--- src/hw/fled_pkg.sv ---
// Package for the front LED status encoder: pattern codes and timing constants.
// Assumes a 10 MHz system clock.
package fled_pkg;

  // System clock period in nanoseconds.
  localparam int unsigned CLK_PERIOD_NS = 100;
  // Blink base period in milliseconds; one step of the blink pattern lasts one third of it.
  localparam int unsigned BLINK_PERIOD_MS = 1000;
  // Cycles per blink step, rounded down from a third of the base period.
  localparam int unsigned STEP_CYCLES =
    (BLINK_PERIOD_MS * 1000000 / 3) / CLK_PERIOD_NS;
  // Number of steps in one pattern frame; six covers 1:1, 1:2 and 2:1 splits.
  localparam logic [2:0] FRAME_STEPS = 3'h6;
  // First step index past the yellow phase for the 1:2, 1:1 and 2:1 splits.
  localparam logic [2:0] STEPS_THIRD      = 3'h2;
  localparam logic [2:0] STEPS_HALF       = 3'h3;
  localparam logic [2:0] STEPS_TWO_THIRDS = 3'h4;
  // Reset levels of the synchronised pins {mains, request} and of the condition history.
  localparam logic [1:0] PIN_RESET  = 2'h1;
  localparam logic [3:0] COND_RESET = 4'h1;

  // Status register bit positions.
  localparam int unsigned ST_REQOFF_BIT = 0;
  localparam int unsigned ST_FAULT_BIT = 1;
  localparam int unsigned ST_WARN_BIT  = 2;
  localparam int unsigned ST_MAINS_BIT = 3;
  localparam int unsigned ST_WIDTH     = 4;

  // Register offsets.
  localparam logic [3:0] ADDR_STATUS = 4'h0;
  localparam logic [3:0] ADDR_MASK   = 4'h1;
  localparam logic [3:0] ADDR_PAT    = 4'h2;
  localparam logic [3:0] ADDR_COND   = 4'h3;
  localparam logic [7:0] MASK_RESET  = 8'h00;

  // Output indicator display patterns, in precedence order.
  typedef enum logic [2:0] {
    PAT_OFF_REQ,
    PAT_STANDBY,
    PAT_FAULT,
    PAT_OT_WARN,
    PAT_FAN_MINOR,
    PAT_GOOD
  } fled_pattern_type;

endpackage

--- src/hw/fled_step_if.sv ---
// Interface carrying the blink step timing from the prescaler to the encoder.
// Both ends run on sys_clk.
`timescale 1ns/10ps
interface fled_step_if;
  logic       stepTick; // One-cycle pulse at each step boundary.
  logic [2:0] stepIdx;  // Step index within the six-step frame.
  modport source (output stepTick, output stepIdx);
  modport sink   (input stepTick, input stepIdx);
endinterface

--- src/hw/fled_encoder.sv ---
// Front LED status encoder: mains LED and bi-colour output LED with blink patterns.
// Assumes all status flags except the power-on request and mains flag come from sys_clk logic;
// the power-on request and mains flag are treated as pins and synchronised.
`timescale 1ns/10ps

module fled_encoder (
  input  wire logic       sys_clk,            // 10 MHz system clock.
  input  wire logic       rst,                // Synchronous active-high reset.
  input  wire logic       clkEn,              // Clock enable; low freezes all state.
  input  wire logic       power_on_request_n, // Power-on request pin, active low.
  input  wire logic       mainsInRange,       // Input line within range (pin level).
  input  wire logic       hotStandby,         // Hot-standby mode active.
  input  wire logic       outOfRegulation,    // Main or standby output out of regulation.
  input  wire logic       otShutdown,         // Overtemperature shutdown.
  input  wire logic       ovShutdown,         // Output overvoltage shutdown.
  input  wire logic       ocShutdown,         // Output overcurrent shutdown.
  input  wire logic       fanErrMajor,        // Fan error above fifteen percent.
  input  wire logic       otWarning,          // Overtemperature warning.
  input  wire logic       fanErrMinor,        // Fan error between five and fifteen percent.
  input  wire logic [3:0] regAddr,            // Register address.
  input  wire logic [7:0] regWrData,          // Register write data.
  input  wire logic       regWr,              // Register write strobe.
  input  wire logic       regRd,              // Register read strobe.
  output logic      [7:0] regRdData,          // Register read data, one cycle later.
  output logic            irq,                // Level interrupt.
  output logic            mainsLedGreen,      // Mains LED green drive.
  output logic            outLedGreen,        // Output LED green drive.
  output logic            outLedYellow        // Output LED yellow drive.
);
  typedef struct packed {
    fled_pkg::fled_pattern_type pat;
    logic                       green;
    logic                       yellow;
    logic                       mains;
    logic [7:0]                 status;
    logic [7:0]                 mask;
    logic [7:0]                 rdData;
    logic [3:0]                 condPrev;
  } fled_enc_state_type;

  fled_enc_state_type state_q, state_d;
  fled_step_if        step ();
  logic [1:0]         pinSync;
  logic               reqOff;
  logic               mainsOk;
  logic               faultAny;
  logic [3:0]         condNow;
  logic [3:0]         condRise;
  logic [7:0]         clrBits;

  // Pin levels cross into the clock domain; the request idles high as if pulled up.
  fled_sync #(.WIDTH(2)) u_sync (
    .sys_clk (sys_clk),
    .rst     (rst),
    .clkEn   (clkEn),
    .din     ({mainsInRange, power_on_request_n}),
    .rstVal  (fled_pkg::PIN_RESET),
    .dout    (pinSync)
  );

  fled_prescaler u_presc (
    .sys_clk (sys_clk),
    .rst     (rst),
    .clkEn   (clkEn),
    .step    (step.source)
  );

  assign reqOff   = pinSync[0];
  assign mainsOk  = pinSync[1];
  assign faultAny = outOfRegulation | otShutdown | ovShutdown | ocShutdown | fanErrMajor;
  assign condNow  = {mainsOk, otWarning, faultAny, reqOff};
  assign condRise = condNow & ~state_q.condPrev;
  assign clrBits  = (regWr && regAddr == fled_pkg::ADDR_STATUS) ? regWrData : 8'h00;

  // Pattern selection, LED drive, event capture and register access in one step.
  always_comb begin
    state_d          = state_q;
    state_d.condPrev = condNow;
    // The first holding condition wins; order fixes the precedence.
    if (reqOff) begin
      state_d.pat = fled_pkg::PAT_OFF_REQ;
    end else if (hotStandby) begin
      state_d.pat = fled_pkg::PAT_STANDBY;
    end else if (faultAny) begin
      state_d.pat = fled_pkg::PAT_FAULT;
    end else if (otWarning) begin
      state_d.pat = fled_pkg::PAT_OT_WARN;
    end else if (fanErrMinor) begin
      state_d.pat = fled_pkg::PAT_FAN_MINOR;
    end else begin
      state_d.pat = fled_pkg::PAT_GOOD;
    end
    // Colour per step of the six-step frame; a 1:2 split is two steps then four.
    case (state_d.pat)
      fled_pkg::PAT_OFF_REQ: begin
        state_d.yellow = (step.stepIdx < fled_pkg::STEPS_HALF);
        state_d.green  = 1'b0;
      end
      fled_pkg::PAT_STANDBY: begin
        state_d.yellow = (step.stepIdx < fled_pkg::STEPS_THIRD);
        state_d.green  = ~(step.stepIdx < fled_pkg::STEPS_THIRD);
      end
      fled_pkg::PAT_FAULT: begin
        state_d.yellow = 1'b1;
        state_d.green  = 1'b0;
      end
      fled_pkg::PAT_OT_WARN: begin
        state_d.yellow = (step.stepIdx < fled_pkg::STEPS_TWO_THIRDS);
        state_d.green  = ~(step.stepIdx < fled_pkg::STEPS_TWO_THIRDS);
      end
      fled_pkg::PAT_FAN_MINOR: begin
        state_d.yellow = (step.stepIdx < fled_pkg::STEPS_HALF);
        state_d.green  = ~(step.stepIdx < fled_pkg::STEPS_HALF);
      end
      fled_pkg::PAT_GOOD: begin
        state_d.yellow = 1'b0;
        state_d.green  = 1'b1;
      end
      default: begin
        state_d.yellow = 1'b1;
        state_d.green  = 1'b0;
      end
    endcase
    // Mains LED follows the line state; undervoltage leaves it dark.
    state_d.mains = mainsOk;
    // Sticky events: a set in the same cycle as a clear wins.
    state_d.status = (state_q.status & ~clrBits) | {4'h0, condRise};
    if (regWr && regAddr == fled_pkg::ADDR_MASK) begin
      state_d.mask = regWrData;
    end
    // Read data stands only in the cycle after the strobe; unmapped reads return zero.
    state_d.rdData = 8'h00;
    if (regRd) begin
      case (regAddr)
        fled_pkg::ADDR_STATUS: state_d.rdData = state_q.status;
        fled_pkg::ADDR_MASK:   state_d.rdData = state_q.mask;
        fled_pkg::ADDR_PAT:    state_d.rdData = {5'h00, state_q.pat};
        fled_pkg::ADDR_COND:   state_d.rdData = {4'h0, condNow};
        default:               state_d.rdData = 8'h00;
      endcase
    end
  end

  // Register all state; reset loads the request-off pattern with both output LED drives low.
  always_ff @(posedge sys_clk) begin
    if (rst) begin
      state_q          <= '0;
      state_q.pat      <= fled_pkg::PAT_OFF_REQ;
      state_q.mask     <= fled_pkg::MASK_RESET;
      state_q.condPrev <= fled_pkg::COND_RESET;
    end else if (clkEn) begin
      state_q <= state_d;
    end
  end

  // Two separate indicators with independent drives.
  assign mainsLedGreen = state_q.mains;
  assign outLedGreen   = state_q.green;
  assign outLedYellow  = state_q.yellow;
  assign regRdData     = state_q.rdData;
  assign irq           = |(state_q.status & state_q.mask);

  property p_mains_follow;
    @(posedge sys_clk) disable iff (rst)
      clkEn && $past(clkEn) && !$past(rst) |-> mainsLedGreen == $past(pinSync[1]);
  endproperty
  a_mains_follow: assert property (p_mains_follow) else $error("Mains LED wrong.");

  property p_mains_dark;
    @(posedge sys_clk) disable iff (rst)
      clkEn && !pinSync[1] |=> !mainsLedGreen;
  endproperty
  a_mains_dark: assert property (p_mains_dark) else $error("Mains LED lit in UV.");

  property p_prec;
    @(posedge sys_clk) disable iff (rst)
      clkEn && !pinSync[0] && hotStandby |=> state_q.pat == fled_pkg::PAT_STANDBY;
  endproperty
  a_prec: assert property (p_prec) else $error("Standby not chosen.");

  property p_req_blink;
    @(posedge sys_clk) disable iff (rst)
      clkEn && pinSync[0] |=>
        !outLedGreen && (outLedYellow == ($past(step.stepIdx) < fled_pkg::STEPS_HALF));
  endproperty
  a_req_blink: assert property (p_req_blink) else $error("Request blink wrong.");

  property p_standby;
    @(posedge sys_clk) disable iff (rst)
      clkEn && !pinSync[0] && hotStandby |=>
        outLedGreen == ($past(step.stepIdx) >= fled_pkg::STEPS_THIRD);
  endproperty
  a_standby: assert property (p_standby) else $error("Standby blink wrong.");

  property p_fault;
    @(posedge sys_clk) disable iff (rst)
      clkEn && !pinSync[0] && !hotStandby && faultAny |=> outLedYellow && !outLedGreen;
  endproperty
  a_fault: assert property (p_fault) else $error("Fault not solid yellow.");

  property p_otw;
    @(posedge sys_clk) disable iff (rst)
      clkEn && state_d.pat == fled_pkg::PAT_OT_WARN |=>
        outLedYellow == ($past(step.stepIdx) < fled_pkg::STEPS_TWO_THIRDS);
  endproperty
  a_otw: assert property (p_otw) else $error("Warning blink wrong.");

  property p_fan;
    @(posedge sys_clk) disable iff (rst)
      clkEn && state_d.pat == fled_pkg::PAT_FAN_MINOR |=> outLedGreen != outLedYellow &&
        outLedYellow == ($past(step.stepIdx) < fled_pkg::STEPS_HALF);
  endproperty
  a_fan: assert property (p_fan) else $error("Fan blink wrong.");

  property p_good;
    @(posedge sys_clk) disable iff (rst)
      clkEn && state_d.pat == fled_pkg::PAT_GOOD |=> outLedGreen && !outLedYellow;
  endproperty
  a_good: assert property (p_good) else $error("Good not solid green.");

  // The frame index may only move at a step boundary, or the blink ratios drift.
  property p_step;
    @(posedge sys_clk) disable iff (rst)
      clkEn && !$past(rst) && $changed(step.stepIdx) |-> step.stepTick;
  endproperty
  a_step: assert property (p_step) else $error("Step index moved off a boundary.");

  c_fault: cover property (@(posedge sys_clk) disable iff (rst) outLedYellow && !outLedGreen);
  c_good: cover property (@(posedge sys_clk) disable iff (rst) outLedGreen && !outLedYellow);
  c_irq: cover property (@(posedge sys_clk) disable iff (rst) irq);
endmodule

--- src/hw/fled_prescaler.sv ---
// Prescaler that divides sys_clk into blink steps and a six-step frame.
// Assumes a 10 MHz clock and a synchronous active-high reset.
`timescale 1ns/10ps
module fled_prescaler (
  input  wire logic   sys_clk, // System clock.
  input  wire logic   rst,     // Synchronous reset.
  input  wire logic   clkEn,   // Clock enable; low freezes state.
  fled_step_if.source step     // Step timing out.
);
  typedef struct packed {
    logic [31:0] cnt;
    logic [2:0]  idx;
    logic        tick;
  } fled_presc_state_type;

  fled_presc_state_type state_q, state_d;

  // Count cycles to a step end, then advance the frame index.
  always_comb begin
    state_d      = state_q;
    state_d.tick = 1'b0;
    if (state_q.cnt == 32'(fled_pkg::STEP_CYCLES - 1)) begin
      state_d.cnt  = 32'h0;
      state_d.tick = 1'b1;
      state_d.idx  = (state_q.idx == fled_pkg::FRAME_STEPS - 3'h1) ? 3'h0 : state_q.idx + 3'h1;
    end else begin
      state_d.cnt = state_q.cnt + 32'h1;
    end
  end

  // Register the state; the enable holds it while low.
  always_ff @(posedge sys_clk) begin
    if (rst) begin
      state_q <= '0;
    end else if (clkEn) begin
      state_q <= state_d;
    end
  end

  assign step.stepTick = state_q.tick & clkEn;
  assign step.stepIdx  = state_q.idx;
endmodule

--- src/hw/fled_sync.sv ---
// Two-flop synchroniser for a bundle of pin inputs.
// Assumes the inputs are asynchronous to sys_clk.
`timescale 1ns/10ps
module fled_sync #(
  parameter int unsigned WIDTH = 1
) (
  input  wire logic             sys_clk, // System clock.
  input  wire logic             rst,     // Synchronous reset.
  input  wire logic             clkEn,   // Clock enable.
  input  wire logic [WIDTH-1:0] din,     // Asynchronous inputs.
  input  wire logic [WIDTH-1:0] rstVal,  // Constant value taken in reset.
  output logic      [WIDTH-1:0] dout     // Synchronised outputs.
);
  typedef struct packed {
    logic [WIDTH-1:0] meta;
    logic [WIDTH-1:0] sync;
  } fled_sync_state_type;

  fled_sync_state_type state_q, state_d;

  // The first stage feeds only the second stage.
  always_comb begin
    state_d      = state_q;
    state_d.meta = din;
    state_d.sync = state_q.meta;
  end

  // Register both stages.
  always_ff @(posedge sys_clk) begin
    if (rst) begin
      state_q <= {rstVal, rstVal};
    end else if (clkEn) begin
      state_q <= state_d;
    end
  end

  assign dout = state_q.sync;
endmodule

--- config.mk ---
export PLATFORM = sky130hd
export DESIGN_NAME = fled_encoder
export DESIGN_NICKNAME = d
export VERILOG_FILES = /design/src/hw/fled_pkg.sv /design/src/hw/fled_step_if.sv /design/src/hw/fled_encoder.sv /design/src/hw/fled_prescaler.sv /design/src/hw/fled_sync.sv
export SDC_FILE = /design/constraint.sdc
export NUM_CORES = 1
export LEC_CHECK = 0
export BUFFER_PORTS_ARGS = -buffer_cell sky130_fd_sc_hd__buf_2
export CAP_MARGIN = 20
export CORE_UTILIZATION = 58
export CTS_CLUSTER_DIAMETER = 30
export CTS_CLUSTER_SIZE = 14
export DETAILED_ROUTE_END_ITERATION = 10
export GPL_TIMING_DRIVEN = 0
export HOLD_SLACK_MARGIN = 0.06
export PLACE_DENSITY_LB_ADDON = 0.15
export SLEW_MARGIN = 30
export SYNTH_ARGS = -nofsm -noshare
export SYNTH_HDL_FRONTEND = slang
export SYNTH_SLANG_ARGS = --single-unit
--- constraint.sdc ---
create_clock -name sys_clk -period 2.4 [get_ports sys_clk]
set_input_delay 0.48 -clock sys_clk [delete_from_list [all_inputs] [get_ports sys_clk]]
set_output_delay 0.48 -clock sys_clk [all_outputs]
set_load 0.01 [all_outputs]
After elaboration in Yosys (flattened, before gate mapping)

Cells that the tools add are included.

ROM bits: 0
Flip-flop bits (word level): 73
Memory bits (writable): 0
Memories kept: 0
Word-level logic and storage cells: 57
Bits in latches: 0

Divide/modulo/power cells: 0
Shift-type cells: 0
Equal/unequal tests: 9
Add/subtract/negate cells: 2
Reduce and logical (&&, ||, !) cells: 7
Mux-type cells: 11
$mul: 0
Magnitude comparators: 3
Bitwise gates (word level): 13

Operators by type and width:

| cell                  | number |
|---|---|
| $add 32x1->32 const B | 1 |
| $eq 32x22->1 const B  | 1 |
| $mux 32               | 1 |
| $pmux 8 s4            | 1 |
| $and 8x8->8           | 2 |
| $mux 8                | 2 |
| $mux 3                | 5 |
| $pmux 2 s5            | 1 |
| $eq 3x3->1 const B    | 3 |
| $eq 4x2->1 const B    | 2 |
| $not 8->8             | 1 |
| $or 8x4->8            | 1 |
| $reduce_or 8->1       | 1 |
| $lt 3x2->1 const B    | 2 |
| $and 4x4->4           | 1 |
| $eq 4x1->1 const B    | 1 |
| $logic_not 4->1       | 1 |
| $not 4->4             | 1 |
| $or 1x1->1            | 4 |
| $reduce_and 2->1      | 2 |
| $add 3x1->3 const B   | 1 |
| $eq 3x1->1 const B    | 1 |
| $eq 3x2->1 const B    | 1 |
| $logic_not 3->1       | 1 |
| 4 further kinds       | 7 |

Logic depth before layout (Yosys ltp)

Gate-level depths: netlist of run 1.

Word-level depth: 9
Gate-level depth with buffers: 9
Depth with buffers taken out: 7

By module

A second synthesis of run 1 with hierarchy kept.

Cell total of the unflattened synthesis: 408
Area, all modules: 3,729.8 sq um

Modules (own cells, without submodules):

| module         | area an instance (sq um) | sequential area each (sq um) | times used | cells an instance |
|---|---|---|---|---|
| fled_prescaler | 1,986.9                  | 720.7                        | 1          | 228 |
| fled_encoder   | 1,571.5                  | 660.6                        | 1          | 171 |
| fled_sync      | 171.4                    | 120.1                        | 1          | 9 |

Worst setup path after synthesis of run 1

OpenSTA, ideal clock, no wires.

Path type: in2reg
From: input port clkEn
To: register u_presc.state_q (netlist bit u_presc.step.stepIdx[2])
Setup time: 0.067 ns
Path buffers: 1
Path slack: 0.183 ns
Cell stages on the path: 6
Data arrival time: 2.150 ns
Required time: 2.333 ns
Path through: buf_2 -> nand4_1 -> or4_4 -> or4b_4 -> or3b_1 -> a21oi_2

Longest elaborated chain between the ends: 1

RTL lines:

| what                       | line                 | source |
|---|---|---|
| from (decl)                | fled_encoder.sv:9    | `input wire logic clkEn,` |
| $reduce_and 2->1 (no line) | -                    |  |
| to (signal assigned)       | fled_prescaler.sv:36 | `state_q <= state_d;` |
| to (decl)                  | fled_prescaler.sv:16 | `fled_presc_state_type state_q, state_d;` |

Every way passes these cells.
A chain may end at the register's enable or synchronous reset.

Worst setup path after layout of run 1

From: register u_presc.state_q[4] in the netlist's numbering
To: register u_presc.state_q (netlist bit u_presc.step.stepIdx[2])

Longest elaborated chain between the ends: 2

RTL lines:

| what                       | line                 | source |
|---|---|---|
| $eq 32x22->1               | fled_prescaler.sv:22 | `if (state_q.cnt == 32'(fled_pkg::STEP_CYCLES - 1)) begin` |
| $reduce_and 2->1 (no line) | -                    |  |

Every way passes these cells.

==> results of run 1 <==
[final cells by class]
type | count | area, um^2
Clock buffer | 12 | 135
Sequential cell | 72 | 1440
Clock inverter | 4 | 45.0
Buffer | 27 | 136
Multi-Input combinational cell | 274 | 1720
Tap cell | 72 | 90.1
Inverter | 8 | 30.0
Timing Repair Buffer | 35 | 175
Fill cell | 469 | 1730
[power groups by stage]
stage / Clock (mW) / Sequential, mW / Combinational, mW
2_1_floorplan: 0 / 1.25 / 0.0846
3_3_place_gp: 0 / 1.25 / 0.136
3_5_place_dp: 0 / 1.25 / 0.140
4_1_cts: 0.927 / 1.22 / 0.141
5_1_grt: 0.978 / 1.23 / 0.154
6_report: 0.910 / 1.23 / 0.140
[how the worst max path moves through the flow]
stage	cells after the start	from	slack, ns	end
after floorplan	6	clkEn	0.18	u_presc.step.stepIdx[2]$_SDFFE_PP0P_
after global placement	6	clkEn	-0.1	u_presc.state_q[35]$_SDFFE_PP0P_
after detailed placement	6	clkEn	-0.12	u_presc.state_q[35]$_SDFFE_PP0P_
after CTS	9	u_presc.state_q[4]$_SDFFE_PP0P_	0.08	u_presc.state_q[19]$_SDFFE_PP0P_
after global routing	7	u_presc.state_q[13]$_SDFFE_PP0P_	-0.02	u_presc.state_q[35]$_SDFFE_PP0P_
final	7	u_presc.state_q[4]$_SDFFE_PP0P_	0.08	u_presc.step.stepIdx[2]$_SDFFE_PP0P_
[metrics by stage]
| step | hold slack, ns | setup TNS, ns | area (um^2) | util | setup WS (ns) |
|---|---|---|---|---|---|
| global placement | 0.436 | -0.753 | 3570 | 0.649 | -0.0957 |
| CTS | 0.301 | 0 | 3760 | 0.683 | 0.0841 |
| finish | 0.310 | 0 | 3770 | 0.686 | 0.0781 |
| global route | 0.313 | -0.0335 | 3770 | 0.686 | -0.0233 |
| floorplan | 0.424 | 0 | 3310 | - | 0.183 |
| detailed placement | 0.447 | -0.445 | 3580 | 0.650 | -0.117 |
[cells in the mapped netlist (2+ instances only)]
cell type / number
nor3_1: 8
nand2_1: 29
o31ai_1: 3
inv_1: 8
nor2b_1: 2
or4_1: 2
xnor2_1: 5
a211oi_1: 2
o21ai_0: 6
a21oi_1: 20
and2_1: 7
dfxtp_1: 72
clkbuf_1: 14
o2bb2ai_1: 4
nor4b_1: 2
nor3b_1: 2
or3_1: 3
buf_4: 8
nand4_1: 16
nand3_1: 16
a22oi_1: 7
and4_1: 2
ha_1: 2
mux4_2: 2
xor2_1: 22
nand2b_1: 4
mux2i_1: 21
nor4_1: 6
and3_1: 3
buf_2: 4
nor2_1: 63
[what timing repair did]
action,4_1_cts,5_1_grt
hold buffers,0,0
resized for setup,0,2
endpoints found under the setup margin,0,30
[metal layers]
layer | track usage | vias to the layer above | share of wire
met5 | 0 | - | 0
met1 | 0.310 | 1300 | 0.47
met4 | 0.126 | 0 | 0.023
met3 | 0.0400 | 14 | 0.029
met2 | 0.434 | 47 | 0.48
li1 | - | 1411 | -
[worst max-delay path: cells and delay by family (launching register included)]
family | cells | cell delay (ns)
simple gates | 4 | 1.52
flops | 1 | 0.36
fa+ha+maj | 1 | 0.16
compound gates | 1 | 0.14
buf+inv | 1 | 0.08
[cell families (layout without fill, tap and decap cells)]
kind of cell | after synthesis | count (layout) | synth area share
xor gates and xnor gates | 27 | 27 | 0.0715
adders and majority gates | 2 | 2 | 0.00756
AOI/OAI and AO/OA | 47 | 47 | 0.0900
and+or+nand+nor | 174 | 174 | 0.265
DFF | 72 | 72 | 0.436
muxes | 24 | 24 | 0.0805
buffers and inverters | 35 | 86 | 0.0503
[flip-flops by register name, summed over array words and instances (netlist names)]
| name | flops |
|---|---|
| u_presc.state_q | 32 |
| state_q | 22 |
| regRdData | 8 |
| u_presc.step.stepIdx | 3 |
| u_sync.dout | 2 |
| u_sync.state_d | 2 |
| mainsLedGreen | 1 |
| outLedGreen | 1 |
| outLedYellow | 1 |
==> metrics.yaml, run 1 <==
outcome:
  status: "finished, final reports clean"
synthesis:
  yosysUniqueCellTypes: 47
  yosysWarnings: 0
  synthesis.instances: 381
  synth-seq-cells: 72
  async_flop_share: 0
  synth_top_cell_by_area: "dfxtp_1"
  netlist_area_mm2: 0.00331
  avgSynthCellArea_um2: 8.69
  synth_top_cell_area_share: 0.436
  syn_nets: 410
  synth_ff_type: "dfxtp_1"
  synth_enable_flop_cells: 0
  yosysSeqAreaShare: 0.436
  synth_area_leaders: "dfxtp_1, nor2_1, mux2i_1, xor2_1, nand2_1"
sta:
  slew_headroom: 0.475
  hold_violations: 0
  rsz0062_at_grt: "yes"
  timing.final.crit_share: 0.967
  tightest_slew_ns: 0.781
  max_freq_ghz: 0.431
  fin_skew_ns: 0.00727
  slew_violations: 0
  finalSetupViolations: 0
  fin_crit_ns: 2.32
power:
  p_leak_nw: 1.52
  p_sw_uw: 531
  switching_share: 0.234
  seq_power_share: 0.539
  clkPwrFrac: 0.400
  power_density_mw_per_mm2: 603
  internal_power_mw: 1.74
  combPwrFrac: 0.061
  ir_worst_vdd_mv: 0.537
  power_mw: 2.27
clock_network:
  cts_setup_buffers: 0
  htreeDepth: 3
  clkTransAtPathRegs_ns: 0.08
  cts-root-buf: "clkbuf_8"
  cts.sink_count: 72
  cts_buffer_depth: 2
  cts_buffers: 9
  tritoncts: "yes"
  clk_latency_ns: 0.35
global_route:
  grt_start_max_net_pins: 12
  grt_usage: 0.254
  grt_pass1_vias: 2560
  grt_overflow_total: 0
  antenna_found_initial: 0
  grt_pass1_wl_um: 11800
final_layout:
  layout_commonest_cell: "dfxtp_1"
  drive_above_1_share: 0.169
  insertedDiodeCount: 0
  fin_cells: 504
  syn2layout_area_growth_pct: 14.1
  nets: 456
  mostFrequentLayoutCells: "dfxtp_1, nor2_1, buf_2, nand2_1, xor2_1"
routing:
  first_iter_violations: 151
  via_count: 2772
  post_drt_wl_per_cell_um: 14.0
  via_per_inst: 5.50
  antenna_left: 0
  dr.pass1.iters: 4
  drt-total-wl_um: 7050
  drcViolationCount: 0
setup_path:
  r2r-start: "u_presc.state_q[4]$_SDFFE_PP0P_"
  r2r_cells: 7
  cpPeakStageDelay_ns: 0.58
  reg2reg_to: "u_presc.step.stepIdx[2]$_SDFFE_PP0P_"
  end_kind: "flop"
  slowest_stage: "or4b_4"
  ff2ff_setup_slack_ns: 0.08
  cp.arrival_ns: 2.60
  cp_cell_sequence: "inv_1 > ha_1 > nor4b_1 > nand4_1 > or4b_4 > or3b_1 > a21oi_2"
  worst-endpoint-required_ns: 2.68
  start_kind: "flop"
  cp_max_fo: 5
  crit_type: "flop to flop"
flow_run:
  drv_cap: 0
placed_design:
  dp_cells: 488
  port-buffer-count: 35
  gp_congestion: 0.849
  dpl.hpwl_um: 5080
floorplanning:
  fp.coreArea_mm2: 0.00551
  io_pins: 39
  die_x_um: 77.5
  die_area_mm2: 0.00601
  rows: 27
  initial_core_util: 0.601
  die_h_um: 77.5
worst_hold_path:
  holdPathEnd: "state_q[24]$_SDFFE_PP0P_"
  hp-class: "primary input to flop"
  hp-start: "regWrData[4]"
  hold_path_depth: 2
No activity file was read; power rests on OpenSTA's default activity.
==> run 2, diff against run 1 <==
- clock period: 2.4 -> 2.3 ns (I/O delays scaled with it)
==> run 2 against run 1 <==
Wire length increased by 0.77%. First-iteration DRC count decreased by 26%. Combinational power increased by 5%. Power increased by 4.6%. Register-to-register slack improved by 0.03 ns. Critical path depth decreased by 2. Non-clock buffer count decreased by 1. Critical endpoint unchanged. Largest cell class unchanged.
==> metrics.yaml, run 2 (synthesis results as in run 1) <==
clock_network:
  htreeDepth: 3  # unchanged
  cts_buffers: 9  # unchanged
  cts.sink_count: 72  # unchanged
  cts-root-buf: "clkbuf_8"  # unchanged
  cts_setup_buffers: 0  # unchanged
  clk_latency_ns: 0.35  # about the same
  cts_hold_buf: 0  # unchanged
  cts_buffer_depth: 2  # unchanged
  clkTransAtPathRegs_ns: 0.07  # was 0.08 ns
  tritoncts: "yes"  # unchanged
sta:
  rsz0062_at_grt: "yes"  # unchanged
  finalSetupTns_ns: 0  # unchanged
  tightest_slew_ns: 0.787  # was 0.781 ns
  worst_hold_slack_ns: 0.291  # was 0.310 ns
  timing.final.crit_share: 0.954  # was 0.967
  max_freq_ghz: 0.456  # was 0.431 GHz
  fin_skew_ns: 0.00752  # was 0.00727 ns
  hold_violations: 0  # unchanged
  slew_headroom: 0.471  # was 0.475
  worst_slack_ns: 0.105  # was 0.0781 ns
  finalSetupViolations: 0  # unchanged
  fin_crit_ns: 2.19  # was 2.32 ns
  slew_violations: 0  # unchanged
power:
  seq_power_share: 0.538  # was 0.539
  ir_worst_vdd_mv: 0.567  # was 0.537 mV
  combPwrFrac: 0.062  # was 0.061
  clkPwrFrac: 0.400  # about the same
  p_leak_nw: 1.52  # about the same
  power_mw: 2.38  # was 2.27 mW
  p_sw_uw: 558  # was 531 uW
  internal_power_mw: 1.82  # was 1.74 mW
  switching_share: 0.235  # was 0.234
  power_density_mw_per_mm2: 629  # was 603 mW/mm^2
routing:
  drcViolationCount: 0  # unchanged
  dr.pass1.iters: 4  # unchanged
  via_per_inst: 5.53  # was 5.50
  drt-total-wl_um: 7100  # was 7050 um
  first_iter_violations: 111  # was 151
  antenna_left: 0  # unchanged
  via_count: 2782  # was 2,772
  post_drt_wl_per_cell_um: 14.1  # was 14.0 um
placed_design:
  post_dp_cell_area_mm2: 0.00358  # unchanged
  dp_cells: 488  # unchanged
  pre_cts_ws_ns: -0.197  # was -0.117 ns
  gp_congestion: 0.849  # unchanged
  dpl.hpwl_um: 5080  # unchanged
  port-buffer-count: 35  # unchanged
final_layout:
  nets: 455  # was 456
  syn2layout_area_growth_pct: 14.3  # was 14.1%
  insertedDiodeCount: 0  # unchanged
  largest_register_ff_count: 32  # unchanged
  mostFrequentLayoutCells: "dfxtp_1, nor2_1, buf_2, nand2_1, xor2_1"  # unchanged
  drive_above_1_share: 0.176  # was 0.169
  regMostFlops: "u_presc.state_q"  # unchanged
  layout_commonest_cell: "dfxtp_1"  # unchanged
  fin_cells: 503  # was 504
  fin_util: 0.687  # was 0.686
  finalInstanceArea_mm2: 0.00378  # was 0.00377 mm^2
setup_path:
  r2r-start: "u_presc.state_q[15]$_SDFFE_PP0P_"  # was u_presc.state_q[4]$_SDFFE_PP0P_
  cp_num_buf_inv: 0  # was 1
  start_kind: "flop"  # unchanged
  worst-endpoint-required_ns: 2.58  # was 2.68 ns
  r2r_cells: 5  # was 7
  critPathTopFamily: "simple AND/OR/NAND/NOR gates"  # unchanged
  cp-endpoint: "u_presc.step.stepIdx[2]$_SDFFE_PP0P_"  # unchanged
  cp_max_fo: 4  # was 5
  crit_type: "flop to flop"  # unchanged
  ff2ff_setup_slack_ns: 0.11  # was 0.08 ns
  crit_cells: 5  # was 7
  end_kind: "flop"  # unchanged
  startpoint: "u_presc.state_q[15]$_SDFFE_PP0P_"  # was u_presc.state_q[4]$_SDFFE_PP0P_
  reg2reg_to: "u_presc.step.stepIdx[2]$_SDFFE_PP0P_"  # unchanged
  cp_cell_sequence: "nand4_2 > or4_4 > or4b_4 > or3b_1 > a21oi_2"  # was inv_1 > ha_1 > nor4b_1 > nand4_1 > or4b_4 > or3b_1 > a21oi_2
  cp.arrival_ns: 2.47  # was 2.60 ns
  slowest_stage: "or4_4"  # was or4b_4
  cpPeakStageDelay_ns: 0.52  # was 0.58 ns
global_route:
  grt_pass1_vias: 2594  # was 2,560
  grt_pass1_wl_um: 11900  # was 11,800 um
  grt_usage: 0.256  # was 0.254
  antenna_found_initial: 0  # unchanged
  grt_start_max_net_pins: 12  # unchanged
  grt_overflow_total: 0  # unchanged
flow_run:
  drv_cap: 0  # unchanged
floorplanning:
  io_pins: 39  # unchanged
  rows: 27  # unchanged
  initial_core_util: 0.601  # unchanged
  die_h_um: 77.5  # unchanged
  die_x_um: 77.5  # unchanged
  fp.coreArea_mm2: 0.00551  # unchanged
  die_area_mm2: 0.00601  # unchanged
outcome:
  status: "finished, final reports clean"  # unchanged
worst_hold_path:
  hp-class: "primary input to flop"  # unchanged
run 2: cell types whose count changed in the layout (fill, tap and decap cells not counted):
cell      previous run  this run
buf_2               39        38
clkbuf_1            17        16
clkbuf_4             0         1
dfxtp_1             72        70
dfxtp_2              0         2
nor4b_1              2         1
nor4b_2              0         1
run 2: how the worst min path moves through the flow:
| stage | from | endpoint | slack, ns | depth (start not counted) |
|---|---|---|---|---|
| finish | regWrData[4] | state_q[24]$_SDFFE_PP0P_ | 0.29 | 2 |
| global route | regWrData[7] | state_q[27]$_SDFFE_PP0P_ | 0.29 | 2 |
| CTS | regWrData[5] | state_q[25]$_SDFFE_PP0P_ | 0.28 | 2 |
| detailed placement | state_q[25]$_SDFFE_PP0P_ | state_q[25]$_SDFFE_PP0P_ | 0.45 | 2 |
| global placement | state_q[27]$_SDFFE_PP0P_ | state_q[27]$_SDFFE_PP0P_ | 0.44 | 2 |
| floorplan | state_q[24]$_SDFFE_PP0P_ | state_q[24]$_SDFFE_PP0P_ | 0.42 | 2 |
run 2: final cells by class:
type                    count  area [um^2]
inverters                   8         30.0
fillers                   471         1720
clock inverters             4         45.0
flip-flops and latches     72         1440
clock buffers              12          135
multi-input cells         274         1730
plain buffers              26          135
repair buffers             35          175
well taps                  72         90.1
run 2: routing by layer:
metal	GRT usage	vias to the layer above	share of wire
met4	0.128	0	0.020
met2	0.440	43	0.48
met3	0.0435	12	0.030
met5	0	-	0
li1	-	1410	-
met1	0.308	1317	0.47
run 2: what timing repair did:
action | CTS | global route
cloned | 0 | 0
setup endpoints to repair | 23 | 31
gates resized for setup | 2 | 4
run 2: power groups by stage:
| stage | Combinational [mW] | Clock, mW | Sequential [mW] |
|---|---|---|---|
| after global placement | 0.141 | 0 | 1.31 |
| after floorplan | 0.0883 | 0 | 1.30 |
| after detailed placement | 0.146 | 0 | 1.31 |
| after global routing | 0.163 | 1.02 | 1.28 |
| after CTS | 0.148 | 0.968 | 1.28 |
| final | 0.147 | 0.952 | 1.28 |
==> run 3, diff against run 2 <==
- BUFFER_PORTS_ARGS: -buffer_cell sky130_fd_sc_hd__buf_2 -> -buffer_cell sky130_fd_sc_hd__buf_4
- RECOVER_POWER: unset -> 50
==> run 3 against run 2 <==
Power grew 11%. Final cell count grew 0.60%. Worst setup slack lost 0.014 ns. Die area is the same. Hold slack lost 0.014 ns. Clock skew grew 0.0014 ns. Combinational power grew 5%. Non-clock buffer count grew 3. Sequential share of layout area shrank 1.2 points. Final area grew 3.1%. Clock power grew 27%. Maximum frequency shrank 0.65%. Largest cell class unchanged.
==> metrics.yaml, run 3 (synthesis results as in run 1) <==
placed_design:
  port-buffer-count: 35  # unchanged
  dp_cells: 488  # unchanged
  gp_congestion: 0.853  # was 0.849
  post_dp_cell_area_mm2: 0.00367  # was 0.00358 mm^2
  dpl.hpwl_um: 5320  # was 5080 um
clock_network:
  cts_hold_buf: 0  # unchanged
  cts_buffers: 9  # unchanged
  clkTransAtPathRegs_ns: 0.08  # was 0.07 ns
  cts.sink_count: 72  # unchanged
  tritoncts: "yes"  # unchanged
  clk_latency_ns: 0.36  # was 0.35 ns
  cts-root-buf: "clkbuf_8"  # unchanged
  htreeDepth: 3  # unchanged
  cts_buffer_depth: 2  # unchanged
power:
  ir_worst_vdd_mv: 0.518  # was 0.567 mV
  power_mw: 2.64  # was 2.38 mW
  p_leak_nw: 1.53  # was 1.52 nW
  power_density_mw_per_mm2: 677  # was 629 mW/mm^2
sta:
  worst_hold_slack_ns: 0.277  # was 0.291 ns
  slew_headroom: 0.126  # was 0.471
  fin_crit_ns: 2.21  # was 2.19 ns
  max_freq_ghz: 0.453  # was 0.456 GHz
  slew_violations: 0  # unchanged
  fin_skew_ns: 0.00894  # was 0.00752 ns
  hold_violations: 0  # unchanged
  tightest_slew_ns: 1.30  # was 0.787 ns
  rsz0062_at_grt: "no"  # was yes
  timing.final.crit_share: 0.961  # was 0.954
  finalSetupViolations: 0  # unchanged
setup_path:
  critPathTopFamily: "simple AND/OR/NAND/NOR gates"  # unchanged
  crit_type: "flop to flop"  # unchanged
  cp_cell_sequence: "nand4_2 > or4_4 > or4b_4 > or3b_1 > a21oi_2"  # unchanged
  cp.arrival_ns: 2.50  # was 2.47 ns
  worst-endpoint-required_ns: 2.59  # was 2.58 ns
  cp_max_fo: 6  # was 4
  end_kind: "flop"  # unchanged
  start_kind: "flop"  # unchanged
  slowest_stage: "or4_4"  # unchanged
  cpPeakStageDelay_ns: 0.53  # was 0.52 ns
  cp_num_buf_inv: 0  # unchanged
routing:
  drt-total-wl_um: 7490  # was 7100 um
  via_per_inst: 5.65  # was 5.53
  via_count: 2857  # was 2,782
  antenna_left: 0  # unchanged
  drcViolationCount: 0  # unchanged
  dr.pass1.iters: 4  # unchanged
  post_drt_wl_per_cell_um: 14.8  # was 14.1 um
  first_iter_violations: 138  # was 111
floorplanning:
  die_area_mm2: 0.00601  # unchanged
  die_h_um: 77.5  # unchanged
  initial_core_util: 0.601  # unchanged
  rows: 27  # unchanged
  io_pins: 39  # unchanged
  die_x_um: 77.5  # unchanged
  fp.coreArea_mm2: 0.00551  # unchanged
global_route:
  grt_pass1_vias: 2793  # was 2,594
  grt_overflow_total: 0  # unchanged
  antenna_found_initial: 0  # unchanged
  grt_usage: 0.265  # was 0.256
  grt_pass1_wl_um: 12500  # was 11,900 um
  grt_start_max_net_pins: 14  # was 12
final_layout:
  fin_util: 0.708  # was 0.687
  mostFrequentLayoutCells: "dfxtp_1, nor2_1, buf_4, nand2_1, clkbuf_1"  # was dfxtp_1, nor2_1, buf_2, nand2_1, xor2_1
  regMostFlops: "u_presc.state_q"  # unchanged
  syn2layout_area_growth_pct: 17.9  # was 14.3%
  layout_commonest_cell: "dfxtp_1"  # unchanged
  insertedDiodeCount: 0  # unchanged
  fin_cells: 506  # was 503
  drive_above_1_share: 0.157  # was 0.176
  nets: 458  # was 455
  finalInstanceArea_mm2: 0.00390  # was 0.00378 mm^2
  largest_register_ff_count: 32  # unchanged
outcome:
  status: "finished, final reports clean"  # unchanged
flow_run:
  drv_cap: 0  # unchanged
worst_hold_path:
  hp-class: "primary input to flop"  # unchanged
run 3: changes by cell type in the layout (fill, tap and decap cells not counted), moves of 3 or more:
| cell | change |
|---|---|
| and2_0 | +3 |
| clkbuf_1 | +10 |
| buf_2 | -34 |
| buf_4 | +25 |
| and2_1 | -3 |
run 3: metrics by stage:
stage	setup TNS [ns]	worst slack, ns
final	0	0.0908
after global routing	0	0.00184
after CTS	0	0.0369
after detailed placement	-3.27	-0.153
after global placement	-3.12	-0.164
after floorplan	0	0.103
run 3: worst paths after layout:
path	start	end	cells past startpoint	slack (ns)
worst min-delay path	regWrData[4]	state_q[24]$_SDFFE_PP0P_	2	0.28
worst max register to register	u_presc.state_q[6]$_SDFFE_PP0P_	u_presc.step.stepIdx[2]$_SDFFE_PP0P_	5	0.09
worst max-delay path	u_presc.state_q[6]$_SDFFE_PP0P_	u_presc.step.stepIdx[2]$_SDFFE_PP0P_	5	0.09
worst min register to register	state_q[27]$_SDFFE_PP0P_	state_q[27]$_SDFFE_PP0P_	2	0.46
run 3: worst register-to-register path: cells and delay by family, from the launching register on:
| kind | cells | cell delay (ns) |
|---|---|---|
| flip-flops | 1 | 0.45 |
| AO/OA/AOI/OAI | 1 | 0.13 |
| AND/OR/NAND/NOR | 4 | 1.58 |
run 3: power breakdown:
group          switching (mW)  internal, mW
clock                   0.488         0.721
sequential             0.0143          1.26
combinational          0.0872        0.0681
run 3: timing repair:
| item | 4_1_cts | 5_1_grt |
|---|---|---|
| pin swaps | 0 | 1 |
| endpoints found under the setup margin | 4 | 30 |
| endpoints found under the hold margin | 0 | 0 |
| gates resized for setup | 2 | 2 |
| setup buffers | 0 | 3 |
run 3: metal layers:
layer	GRT usage	vias up	routed length, um
met1	0.305	1349	3230
met4	0.102	0	172
met3	0.0682	18	388
met5	0	-	0
li1	-	1416	-
met2	0.468	74	3700
run 3: final cells by class:
cell class              instances  area [um^2]
flip-flops and latches         72         1440
multi-input cells             274         1720
well taps                      72         90.1
clock buffers                   9          124
plain buffers                  26          133
clock inverters                 7          120
inverters                       8         30.0
fillers                       441         1610
repair buffers                 38          240
